**src/design/ftpg_pkg.sv**
```systemverilog
// Package: register map, field layout, reset values and carriers for the field trigger pulse generator
package ftpg_pkg;
   // Register indices; byte address is four times the index
   localparam logic [7:0] IDX_SYNC_DIR = 8'h12;
   localparam logic [7:0] IDX_SHUT_CTRL = 8'h72;
   localparam logic [7:0] IDX_FIRST_TOGGLE = 8'h74;
   localparam logic [7:0] IDX_SECOND_TOGGLE = 8'h76;
   localparam logic [7:0] IDX_TRIG_CTRL = 8'hF1;
   localparam logic [7:0] IDX_STATUS = 8'hF2;
   // Field positions
   localparam int SYNC_DIR_BIT = 0;
   localparam int START_LEVEL_BIT = 1;
   localparam int LINE_LSB = 0;
   localparam int LINE_W = 12;
   localparam int PIXEL_LSB = 13;
   localparam int PIXEL_W = 13;
   localparam int FIELD_SEL_LSB = 0;
   localparam int FIELD_W = 3;
   localparam int TRIG_EN_BIT = 3;
   // Reset values
   localparam logic RST_SYNC_DIR = 1'b0;
   localparam logic [1:0] RST_SHUT_CTRL = 2'h0;
   localparam logic [25:0] RST_TOGGLE = 26'h0000000;
   localparam logic [3:0] RST_TRIG_CTRL = 4'h0;
   // Bus responses
   localparam logic [1:0] RESP_OKAY = 2'h0;
   localparam logic [1:0] RESP_SLVERR = 2'h2;

   // Position in the field raster from the timing core
   typedef struct packed {
      logic [FIELD_W-1:0] field;
      logic [LINE_W-1:0] line;
      logic [PIXEL_W-1:0] pixel;
   } ftpg_timing_t;

   // Toggle position as held in its register
   typedef struct packed {
      logic [PIXEL_W-1:0] pixel;
      logic spare;
      logic [LINE_W-1:0] line;
   } ftpg_toggle_t;
endpackage : ftpg_pkg

```
**src/design/ftpg_field_trigger.sv**
```systemverilog
// Field trigger pulse generator with AXI4-Lite register slave and sync pin control
`timescale 1ns/1ns

module ftpg_field_trigger (
   input wire logic aclk,
   input wire logic aresetn,
   input wire logic [9:0] s_axi_awaddr,
   input wire logic [2:0] s_axi_awprot,
   input wire logic s_axi_awvalid,
   output logic s_axi_awready,
   input wire logic [31:0] s_axi_wdata,
   input wire logic [3:0] s_axi_wstrb,
   input wire logic s_axi_wvalid,
   output logic s_axi_wready,
   output logic [1:0] s_axi_bresp,
   output logic s_axi_bvalid,
   input wire logic s_axi_bready,
   input wire logic [9:0] s_axi_araddr,
   input wire logic [2:0] s_axi_arprot,
   input wire logic s_axi_arvalid,
   output logic s_axi_arready,
   output logic [31:0] s_axi_rdata,
   output logic [1:0] s_axi_rresp,
   output logic s_axi_rvalid,
   input wire logic s_axi_rready,
   input wire ftpg_pkg::ftpg_timing_t timing,
   input wire logic sync_in,
   output logic sync_out,
   output logic sync_oe_n,
   output logic ext_sync
);

   ////////////////////////////////////////////////////////////////////////////
   // Helper functions

   // Byte-lane merge of a write into a stored word
   function automatic logic [31:0] ftpg_merge(input logic [31:0] old, input logic [31:0] data,
                                              input logic [3:0] strb);
      logic [31:0] res;
      res = old;
      for (int i = 0; i < 4; i++) begin
         if (strb[i]) begin
            res[i*8 +: 8] = data[i*8 +: 8];
         end
      end
      return res;
   endfunction : ftpg_merge

   // Register index known to the map
   function automatic logic ftpg_mapped(input logic [7:0] idx);
      return idx == ftpg_pkg::IDX_SYNC_DIR || idx == ftpg_pkg::IDX_SHUT_CTRL ||
             idx == ftpg_pkg::IDX_FIRST_TOGGLE || idx == ftpg_pkg::IDX_SECOND_TOGGLE ||
             idx == ftpg_pkg::IDX_TRIG_CTRL || idx == ftpg_pkg::IDX_STATUS;
   endfunction : ftpg_mapped

   // Toggle position reached at the current raster point
   function automatic logic ftpg_at(input ftpg_pkg::ftpg_toggle_t pos, input ftpg_pkg::ftpg_timing_t t);
      return pos.line == t.line && pos.pixel == t.pixel;
   endfunction : ftpg_at

   ////////////////////////////////////////////////////////////////////////////
   // Registers and state

   logic sync_dir;
   logic [1:0] shut_ctrl;
   logic [25:0] first_toggle;
   logic [25:0] second_toggle;
   logic [3:0] trig_ctrl;
   logic pulse_active;
   logic [9:0] aw_addr;
   logic [31:0] w_data;
   logic [3:0] w_strb;

   ////////////////////////////////////////////////////////////////////////////
   // Bus decode

   // Channel handshakes and the point at which a write lands
   wire aw_take = s_axi_awvalid && s_axi_awready;
   wire w_take = s_axi_wvalid && s_axi_wready;
   wire ar_take = s_axi_arvalid && s_axi_arready;
   wire b_take = s_axi_bvalid && s_axi_bready;
   wire r_take = s_axi_rvalid && s_axi_rready;
   wire commit = !s_axi_awready && !s_axi_wready && !s_axi_bvalid;

   // Register index from the word address
   wire [7:0] wr_idx = aw_addr[9:2];
   wire [7:0] rd_idx = s_axi_araddr[9:2];
   wire wr_mapped = ftpg_mapped(wr_idx);
   wire rd_mapped = ftpg_mapped(rd_idx);

   // Stored registers padded to a bus word
   wire [31:0] sync_dir_word = {31'h00000000, sync_dir};
   wire [31:0] shut_ctrl_word = {30'h00000000, shut_ctrl};
   wire [31:0] first_word = {6'h00, first_toggle};
   wire [31:0] second_word = {6'h00, second_toggle};
   wire [31:0] trig_word = {28'h0000000, trig_ctrl};

   // Write data merged under the byte strobes
   wire [31:0] merge_sync = ftpg_merge(sync_dir_word, w_data, w_strb);
   wire [31:0] merge_shut = ftpg_merge(shut_ctrl_word, w_data, w_strb);
   wire [31:0] merge_first = ftpg_merge(first_word, w_data, w_strb);
   wire [31:0] merge_second = ftpg_merge(second_word, w_data, w_strb);
   wire [31:0] merge_trig = ftpg_merge(trig_word, w_data, w_strb);

   ////////////////////////////////////////////////////////////////////////////
   // Pulse placement

   wire start_level = shut_ctrl[ftpg_pkg::START_LEVEL_BIT];
   wire trig_en = trig_ctrl[ftpg_pkg::TRIG_EN_BIT];
   wire [2:0] field_sel = trig_ctrl[ftpg_pkg::FIELD_SEL_LSB +: ftpg_pkg::FIELD_W];
   // Only the mode field count places the pulse
   wire in_field = trig_en && timing.field == field_sel;
   wire hit_first = in_field && ftpg_at(ftpg_pkg::ftpg_toggle_t'(first_toggle), timing);
   wire hit_second = in_field && ftpg_at(ftpg_pkg::ftpg_toggle_t'(second_toggle), timing);
   // Second toggle wins where both positions coincide
   wire next_active = !in_field ? 1'b0 : hit_second ? 1'b0 : hit_first ? 1'b1 : pulse_active;

   ////////////////////////////////////////////////////////////////////////////
   // Read data

   // Live status: pin level, pulse state, field count, chosen-field flag
   wire [31:0] status_word = {26'h0000000, in_field, timing.field, pulse_active, sync_out};

   // Read data selection
   wire [31:0] rd_word = (rd_idx == ftpg_pkg::IDX_SYNC_DIR) ? sync_dir_word :
                         (rd_idx == ftpg_pkg::IDX_SHUT_CTRL) ? shut_ctrl_word :
                         (rd_idx == ftpg_pkg::IDX_FIRST_TOGGLE) ? first_word :
                         (rd_idx == ftpg_pkg::IDX_SECOND_TOGGLE) ? second_word :
                         (rd_idx == ftpg_pkg::IDX_TRIG_CTRL) ? trig_word :
                         (rd_idx == ftpg_pkg::IDX_STATUS) ? status_word : 32'h00000000;

   ////////////////////////////////////////////////////////////////////////////
   // Write channel: address and data taken in either order, response after both

   // Address side; ready again once the response is accepted
   always_ff @(posedge aclk) begin
      if (!aresetn) begin
         s_axi_awready <= 1'b1;
         aw_addr <= 10'h000;
      end else if (aw_take) begin
         s_axi_awready <= 1'b0;
         aw_addr <= s_axi_awaddr;
      end else if (b_take) begin
         s_axi_awready <= 1'b1;
      end
   end

   // Data side; strobes kept for the merge
   always_ff @(posedge aclk) begin
      if (!aresetn) begin
         s_axi_wready <= 1'b1;
         w_data <= 32'h00000000;
         w_strb <= 4'h0;
      end else if (w_take) begin
         s_axi_wready <= 1'b0;
         w_data <= s_axi_wdata;
         w_strb <= s_axi_wstrb;
      end else if (b_take) begin
         s_axi_wready <= 1'b1;
      end
   end

   // Response raised one edge after both halves are held
   always_ff @(posedge aclk) begin
      if (!aresetn) begin
         s_axi_bvalid <= 1'b0;
         s_axi_bresp <= ftpg_pkg::RESP_OKAY;
      end else if (commit) begin
         s_axi_bvalid <= 1'b1;
         s_axi_bresp <= wr_mapped ? ftpg_pkg::RESP_OKAY : ftpg_pkg::RESP_SLVERR;
      end else if (b_take) begin
         s_axi_bvalid <= 1'b0;
      end
   end

   // Register file update on commit
   always_ff @(posedge aclk) begin
      if (!aresetn) begin
         sync_dir <= ftpg_pkg::RST_SYNC_DIR;
         shut_ctrl <= ftpg_pkg::RST_SHUT_CTRL;
         first_toggle <= ftpg_pkg::RST_TOGGLE;
         second_toggle <= ftpg_pkg::RST_TOGGLE;
         trig_ctrl <= ftpg_pkg::RST_TRIG_CTRL;
      end else if (commit) begin
         if (wr_idx == ftpg_pkg::IDX_SYNC_DIR) sync_dir <= merge_sync[ftpg_pkg::SYNC_DIR_BIT];
         if (wr_idx == ftpg_pkg::IDX_SHUT_CTRL) shut_ctrl <= merge_shut[1:0];
         if (wr_idx == ftpg_pkg::IDX_FIRST_TOGGLE) first_toggle <= merge_first[25:0];
         if (wr_idx == ftpg_pkg::IDX_SECOND_TOGGLE) second_toggle <= merge_second[25:0];
         if (wr_idx == ftpg_pkg::IDX_TRIG_CTRL) trig_ctrl <= merge_trig[3:0];
      end
   end

   ////////////////////////////////////////////////////////////////////////////
   // Read channel: one-cycle answer

   always_ff @(posedge aclk) begin
      if (!aresetn) begin
         s_axi_arready <= 1'b1;
         s_axi_rvalid <= 1'b0;
         s_axi_rdata <= 32'h00000000;
         s_axi_rresp <= ftpg_pkg::RESP_OKAY;
      end else if (ar_take) begin
         s_axi_arready <= 1'b0;
         s_axi_rvalid <= 1'b1;
         s_axi_rdata <= rd_word;
         s_axi_rresp <= rd_mapped ? ftpg_pkg::RESP_OKAY : ftpg_pkg::RESP_SLVERR;
      end else if (r_take) begin
         s_axi_rvalid <= 1'b0;
         s_axi_arready <= 1'b1;
      end
   end

   ////////////////////////////////////////////////////////////////////////////
   // Pulse state and sync pin

   always_ff @(posedge aclk) begin
      if (!aresetn) begin
         pulse_active <= 1'b0;
         sync_out <= 1'b0;
         sync_oe_n <= 1'b0;
         ext_sync <= 1'b0;
      end else begin
         pulse_active <= next_active;
         sync_out <= start_level ^ next_active;
         sync_oe_n <= sync_dir;
         ext_sync <= sync_dir ? sync_in : 1'b0;
      end
   end
endmodule : ftpg_field_trigger

```
**config.mk**
```make
export PLATFORM = sky130hd
export DESIGN_NAME = ftpg_field_trigger
export DESIGN_NICKNAME = d
export VERILOG_FILES = /design/src/design/ftpg_pkg.sv /design/src/design/ftpg_field_trigger.sv
export SDC_FILE = /design/constraint.sdc
export NUM_CORES = 1
export LEC_CHECK = 0
export BUFFER_PORTS_ARGS = -buffer_cell sky130_fd_sc_hd__buf_2
export CORE_MARGIN = 2
export CORE_UTILIZATION = 49
export DETAILED_ROUTE_END_ITERATION = 8
export PLACE_DENSITY = 0.85
export SETUP_SLACK_MARGIN = 0.4
export SLEW_MARGIN = 20
export SYNTH_ARGS = -nofsm -noshare
export SYNTH_HDL_FRONTEND = slang
export SYNTH_SLANG_ARGS = --single-unit
```
**constraint.sdc**
```tcl
create_clock -name aclk -period 1.75 [get_ports aclk]
set_input_delay 0.0875 -clock aclk [delete_from_list [all_inputs] [get_ports aclk]]
set_output_delay 0.0875 -clock aclk [all_outputs]
set_load 0.05 [all_outputs]
```
Word-level counts from Yosys, hierarchy flattened
Index checks and enable logic that the tools add are counted.

Register bits: 144. Input bits: 98. Output and inout port bits: 44. Logic and storage cells: 105.

Equal/unequal tests: 17. Mux-type cells: 20. Bitwise logic cells: 1. Reduce and logical (&&, ||, !) cells: 41.

Operators with widths (number): 2-to-1 mux 26 bit (4); == test 8 x 7 -> 1 bit (second input constant) (6); AND reduction 3 bit (11); == test 8 bit (second input constant) (4); == test 13 bit (2); == test 12 bit (2); == test 8 x 5 -> 1 bit (second input constant) (2); logical AND 1 bit (12); 2-to-1 mux 1 bit (12); 2-to-1 mux 6 bit (2); logical OR 1 bit (10); nonzero test 2 bit (4); 2-to-1 mux 2 bit (2); == test 3 bit (1); zero test 1 bit (3); AND reduction 2 bit (1); bitwise XOR 1 bit (1).

Logic depth before layout (Yosys ltp)
Depth in word-level cells: 8. Gate-level depth with buffers: 7. Mapped depth without buffers: 6.

Least setup slack after synthesis
Ideal clock, no wire load.

Kind: flip-flop to flip-flop. From: reg s_axi_arready. To: reg s_axi_rdata[15]. Library setup time: 115 ps. Data arrival time: 1919 ps. Required time: 1635 ps. Slack: -283 ps. Cell stages (with the launch flop): 6. Buffers on the path: 1. Clock period less this slack: 2033 ps. Cell sequence: dfxtp_1 > nand2_1 > dlygate4sd3_1 > nand2_1 > o21ai_0 > and2_1.

Cells in the longest elaborated chain, start to end: 1.

RTL lines: from (decl) (RTL line ftpg_field_trigger.sv:21) `output logic s_axi_arready,`; from (signal assigned) (RTL line ftpg_field_trigger.sv:198) `s_axi_arready <= 1'b1;`; from (signal assigned) (RTL line ftpg_field_trigger.sv:203) `s_axi_arready <= 1'b0;`; from (signal assigned) (RTL line ftpg_field_trigger.sv:209) `s_axi_arready <= 1'b1;`; logical AND 1 bit (RTL line ftpg_field_trigger.sv:80) `wire ar_take = s_axi_arvalid && s_axi_arready;`; to (signal assigned) (RTL line ftpg_field_trigger.sv:205) `s_axi_rdata <= rd_word;`; to (decl) (RTL line ftpg_field_trigger.sv:22) `output logic [31:0] s_axi_rdata,`.

Every way passes these cells. A chain may end at the register's enable or synchronous reset.

Worst setup path after layout
From: reg first_toggle[11]. To: reg sync_out.

Cells in the longest elaborated chain, start to end: 7.

RTL lines: from (decl) (RTL line ftpg_field_trigger.sv:66) `logic [25:0] first_toggle;`; from (signal assigned) (RTL line ftpg_field_trigger.sv:181) `first_toggle <= ftpg_pkg::RST_TOGGLE;`; from (signal assigned) (RTL line ftpg_field_trigger.sv:187) `if (wr_idx == ftpg_pkg::IDX_FIRST_TOGGLE) first_toggle <= merge_first[25:0];`; == test 12 bit (RTL line ftpg_field_trigger.sv:58) `return pos.line == t.line && pos.pixel == t.pixel;`; logical AND 1 bit (RTL line ftpg_field_trigger.sv:58); logical AND 1 bit (RTL line ftpg_field_trigger.sv:113) `wire hit_first = in_field && ftpg_at(ftpg_pkg::ftpg_toggle_t'(first_toggle), timing);`; 2-to-1 mux 1 bit (3 in series) (RTL line ftpg_field_trigger.sv:116) `wire next_active = !in_field ? 1'b0 : hit_second ? 1'b0 : hit_first ? 1'b1 : pulse_active;`; bitwise XOR 1 bit (RTL line ftpg_field_trigger.sv:224) `sync_out <= start_level ^ next_active;`; to (signal assigned) (RTL line ftpg_field_trigger.sv:224); to (decl) (RTL line ftpg_field_trigger.sv:28) `output logic sync_out,`.

Every way passes these cells.

==> Implementation_results.wiki <==
{| class="wikitable"
! Metric !! Value
|-
| Average size of a mapped cell || around 8.6 um2
|-
| Number of pins exceeding their max-slew limit in the final report || 0
|-
| Std cell rows || between 40 and 50
|-
| Vias in the first global route || roughly 5.8k
|-
| Most instantiated library cell after synthesis || sky130_fd_sc_hd__nand2_1
|-
| Synthesized instance count || between 700 and 800
|-
| Area contributors post-synth || sky130_fd_sc_hd__dfxtp_1, sky130_fd_sc_hd__nand2_1, sky130_fd_sc_hd__a21boi_0
|-
| Flip-flop and latch count after synthesis || 134
|-
| Fin util || roughly 72%
|-
| Total chip power || around 7.4 mW
|-
| Final min period || 1.88 ns
|-
| Finished Layout Cells || approximately 1.1k
|-
| Share of the synthesized area in the top cell type || between 40% and 50%
|-
| Internal power || ~5.6 mW
|-
| Clock latency reported for the late side of the worst-skew pair || approximately 0.43 ns
|-
| Total power per unit cell area || roughly 820 nW/um2
|-
| Post-synthesis cell type count || 56
|-
| DRC Markers || 0
|-
| Port Buffers || about 120
|-
| Pin count of the biggest net entering global routing || between 70 and 80
|-
| NetSw || about 1.9 mW
|-
| Post-detailed-route count of antenna-violating nets || 0
|-
| Worst slack at placement || ~0.0022 ns
|-
| Gate power share || about a tenth
|-
| Die area || 13800 um2
|-
| Share of the clock period used by the worst path after layout || 108%
|-
| Max frequency || ~0.53 GHz
|-
| Number of inserted diodes || 0
|-
| Maximum buffer depth of the clock tree || 2
|-
| Worst Setup Start Kind || flip-flop
|-
| Post-synthesis sequential area ratio || between 40% and 50%
|-
| Crit path required time || between 2 and 2.5 ns
|-
| Sum of negative setup slack || -0.153 ns
|-
| Placed instance count || around 1.0k
|-
| Highest net fanout along the worst path || 3
|-
| Delay of the slowest critical-path stage || around 0.36 ns
|-
| Clock buffers created by TritonCTS || 17
|-
| Share of power burned in the clock network || between 40% and 50%
|-
| Clock root buffer || sky130_fd_sc_hd__clkbuf_16
|-
| Setup violation total in the final timing report || 4
|-
| Total number of clock tree sinks || 134
|-
| Die height || approximately 120 um
|-
| Number of enable flip-flop cells after synthesis || 0
|-
| Total Routed Length || 21.3 mm
|-
| Gate family responsible for the most delay along the worst path || simple AND/OR/NAND/NOR gates
|-
| DRC violation total after the first TritonRoute iteration || 627
|-
| Area of the mapped netlist || roughly 6300 um2
|-
| Area of all placed cells without fillers || ~9000 um2
|-
| Final number of hold-violating endpoints || 0
|-
| Post-DR wirelength/cell || ~19 um
|-
| Placeable core area || ~13000 um2
|-
| Effective utilization at floorplan || between 50% and 60%
|-
| Flip-flop cell with the highest count after synthesis || sky130_fd_sc_hd__dfxtp_1
|-
| Leakage power of the design || between 3 and 4 nW
|-
| Clock-pin slew reported for the worst setup and hold paths after clock tree synthesis || around 0.06 ns
|-
| Number of placed I/O pins || 142
|-
| Worst rel slew slack || between 50 and 60%
|-
| CP arrival || between 2 and 2.5 ns
|-
| Synthesis warning total || 0
|-
| Max-cap violation count || 0
|-
| Least setup slack across all paths after layout || -0.132 ns
|-
| Global-route wire length before repair || around 30 mm
|-
| Crit path max-delay cell type || sky130_fd_sc_hd__dfxtp_1
|-
| Overall overflow remaining after global route || 0
|-
| Status || finished, violations left
|-
| Synth area leader || sky130_fd_sc_hd__dfxtp_1
|-
| Kind of critical path || reg2reg
|-
| Final worst clock skew || between 0.01 and 0.015 ns
|-
| Endpoint type of the worst setup path || flip-flop
|-
| Routability congestion estimate from global placement || 0.916
|-
| Commonest cells post-synth || sky130_fd_sc_hd__nand2_1, sky130_fd_sc_hd__dfxtp_1, sky130_fd_sc_hd__a21boi_0
|-
| Number of nets in the final layout || ~1.0k
|-
| Buffers plus inverters on the worst setup path || 1
|-
| Vias || around 6.2k
|-
| Antenna violations before repair || 0
|-
| Fraction of layout cells with a size suffix above 1 || between 30% and 40%
|-
| Pin slew with the least headroom to its limit || approximately 0.69 ns
|-
| Combined global-route utilization of all metal layers || 26.7%
|-
| Horizontal die dimension || 118 um
|-
| Critical path, cell by cell || xnor2_2, nand4_1, nor4_2, a41oi_1, a211oi_2, buf_4, mux2i_1
|-
| CTS tree || yes
|-
| TritonRoute pass-1 iters || 5
|-
| Half-perimeter wire length after detailed placement || between 10 and 15 mm
|-
| Setup repair after global routing missed its margin || yes
|-
| Filler cell count || 873
|-
| Area added between synthesis and finish || 43.2%
|-
| Sw Share || roughly 25%
|-
| Instance area after placement || between 7000 and 8000 um2
|-
| Largest voltage drop on the vdd net || 0.000633 V
|-
| Register share of total power || 43.1%
|-
| Path type of the worst min-delay path || in2reg
|-
| Violations in the final reports || setup timing
|-
| FFs w/ async S/R, synth || 0%
|-
| H-tree lvl count || 4
|-
| Via density per instance || 5.67
|-
| Worst hold margin || approximately 0.023 ns
|}
[cell families after synthesis]
logic type                count (synthesis)  share of synthesized area, %
AOI/OAI and AO/OA                       155                          17.2
xor gates and xnor gates                 54                          7.49
buffers and inverters                    52                          4.74
DFF                                     134                          42.5
muxes                                    25                          3.96
other                                     1                        0.0594
and+or+nand+nor                         309                          24.0
[registers in the layout (all words and copies together) (netlist names), 2 cells and up]
signal / count
trig_ctrl: 4
w_strb: 4
first_toggle: 26
second_toggle: 26
s_axi_rdata: 26
shut_ctrl: 2
w_data: 26
aw_addr: 8
[cells in the final DEF, fill, tap and decap left out, drive strengths merged, types with 5 or more instances in the layout]
| cell type | netlist | final |
|---|---|---|
| a21boi | 77 | 77 |
| a21oi | 9 | 9 |
| a22o | 5 | 5 |
| a22oi | 21 | 21 |
| and2 | 28 | 28 |
| buf | 21 | 166 |
| clkbuf | 28 | 26 |
| conb | 1 | 8 |
| dfxtp | 134 | 134 |
| dlygate4sd3 | 1 | 41 |
| mux2i | 25 | 25 |
| nand2 | 157 | 157 |
| nand3 | 43 | 43 |
| nand4 | 8 | 8 |
| nor2 | 11 | 11 |
| nor2b | 28 | 28 |
| nor3 | 9 | 9 |
| nor4 | 5 | 5 |
| o21ai | 33 | 33 |
| xnor2 | 38 | 38 |
| xor2 | 16 | 16 |
[power by group through the flow]
| stage | registers, mW | logic (mW) | clock network [mW] |
|---|---|---|---|
| global placement | 3.25 | 0.636 | 0 |
| global route | 3.20 | 0.849 | 3.59 |
| detailed placement | 3.25 | 0.646 | 0 |
| CTS | 3.19 | 0.745 | 3.41 |
| floorplan | 3.29 | 0.377 | 0 |
| finish | 3.19 | 0.791 | 3.42 |
[layer usage]
layer	vias up	global-route usage (%)	part of all wire, %
li1	2852	-	-
met1	2851	33.6	38
met2	421	42.7	47
met3	112	5.04	9.3
met4	0	16.0	5.8
met5	-	0	0
[final cells by class]
type | instances | area (um2) | area share [%]
Timing Repair Buffer | 209 | 1610 | 17.8
Tap cell | 172 | 215 | 2.38
Inverter | 2 | 7.51 | 0.0830
Clock inverter | 7 | 67.6 | 0.747
Multi-Input combinational cell | 551 | 3920 | 43.4
Clock buffer | 24 | 492 | 5.44
Sequential cell | 134 | 2730 | 30.2
[final timing paths]
check | start | end | slack, ns | cells after the start
min | aresetn | s_axi_wready | 0.02 | 2
min reg2reg | s_axi_rresp[1] | s_axi_rresp[1] | 0.46 | 2
max reg2reg | first_toggle[11] | sync_out | -0.13 | 7
max | first_toggle[11] | sync_out | -0.13 | 7
[what timing repair did]
item,4_1_cts,5_1_grt
hold buffers,41,0
hold endpoints to repair,43,0
resized for setup,89,83
endpoints found under the setup margin,61,101
setup buffers,10,3
cloned,2,3
pin swaps,37,49
[worst register-to-register path: cells and delay by family (launching register included)]
family                 cells  cell delay, ns
AND/OR/NAND/NOR            2            0.39
flip-flops                 1            0.36
AO/OA/AOI/OAI              2            0.34
XOR/XNOR                   1            0.30
multiplexers               1            0.22
buffers and inverters      1            0.18
(Power assumes the default switching activity.)
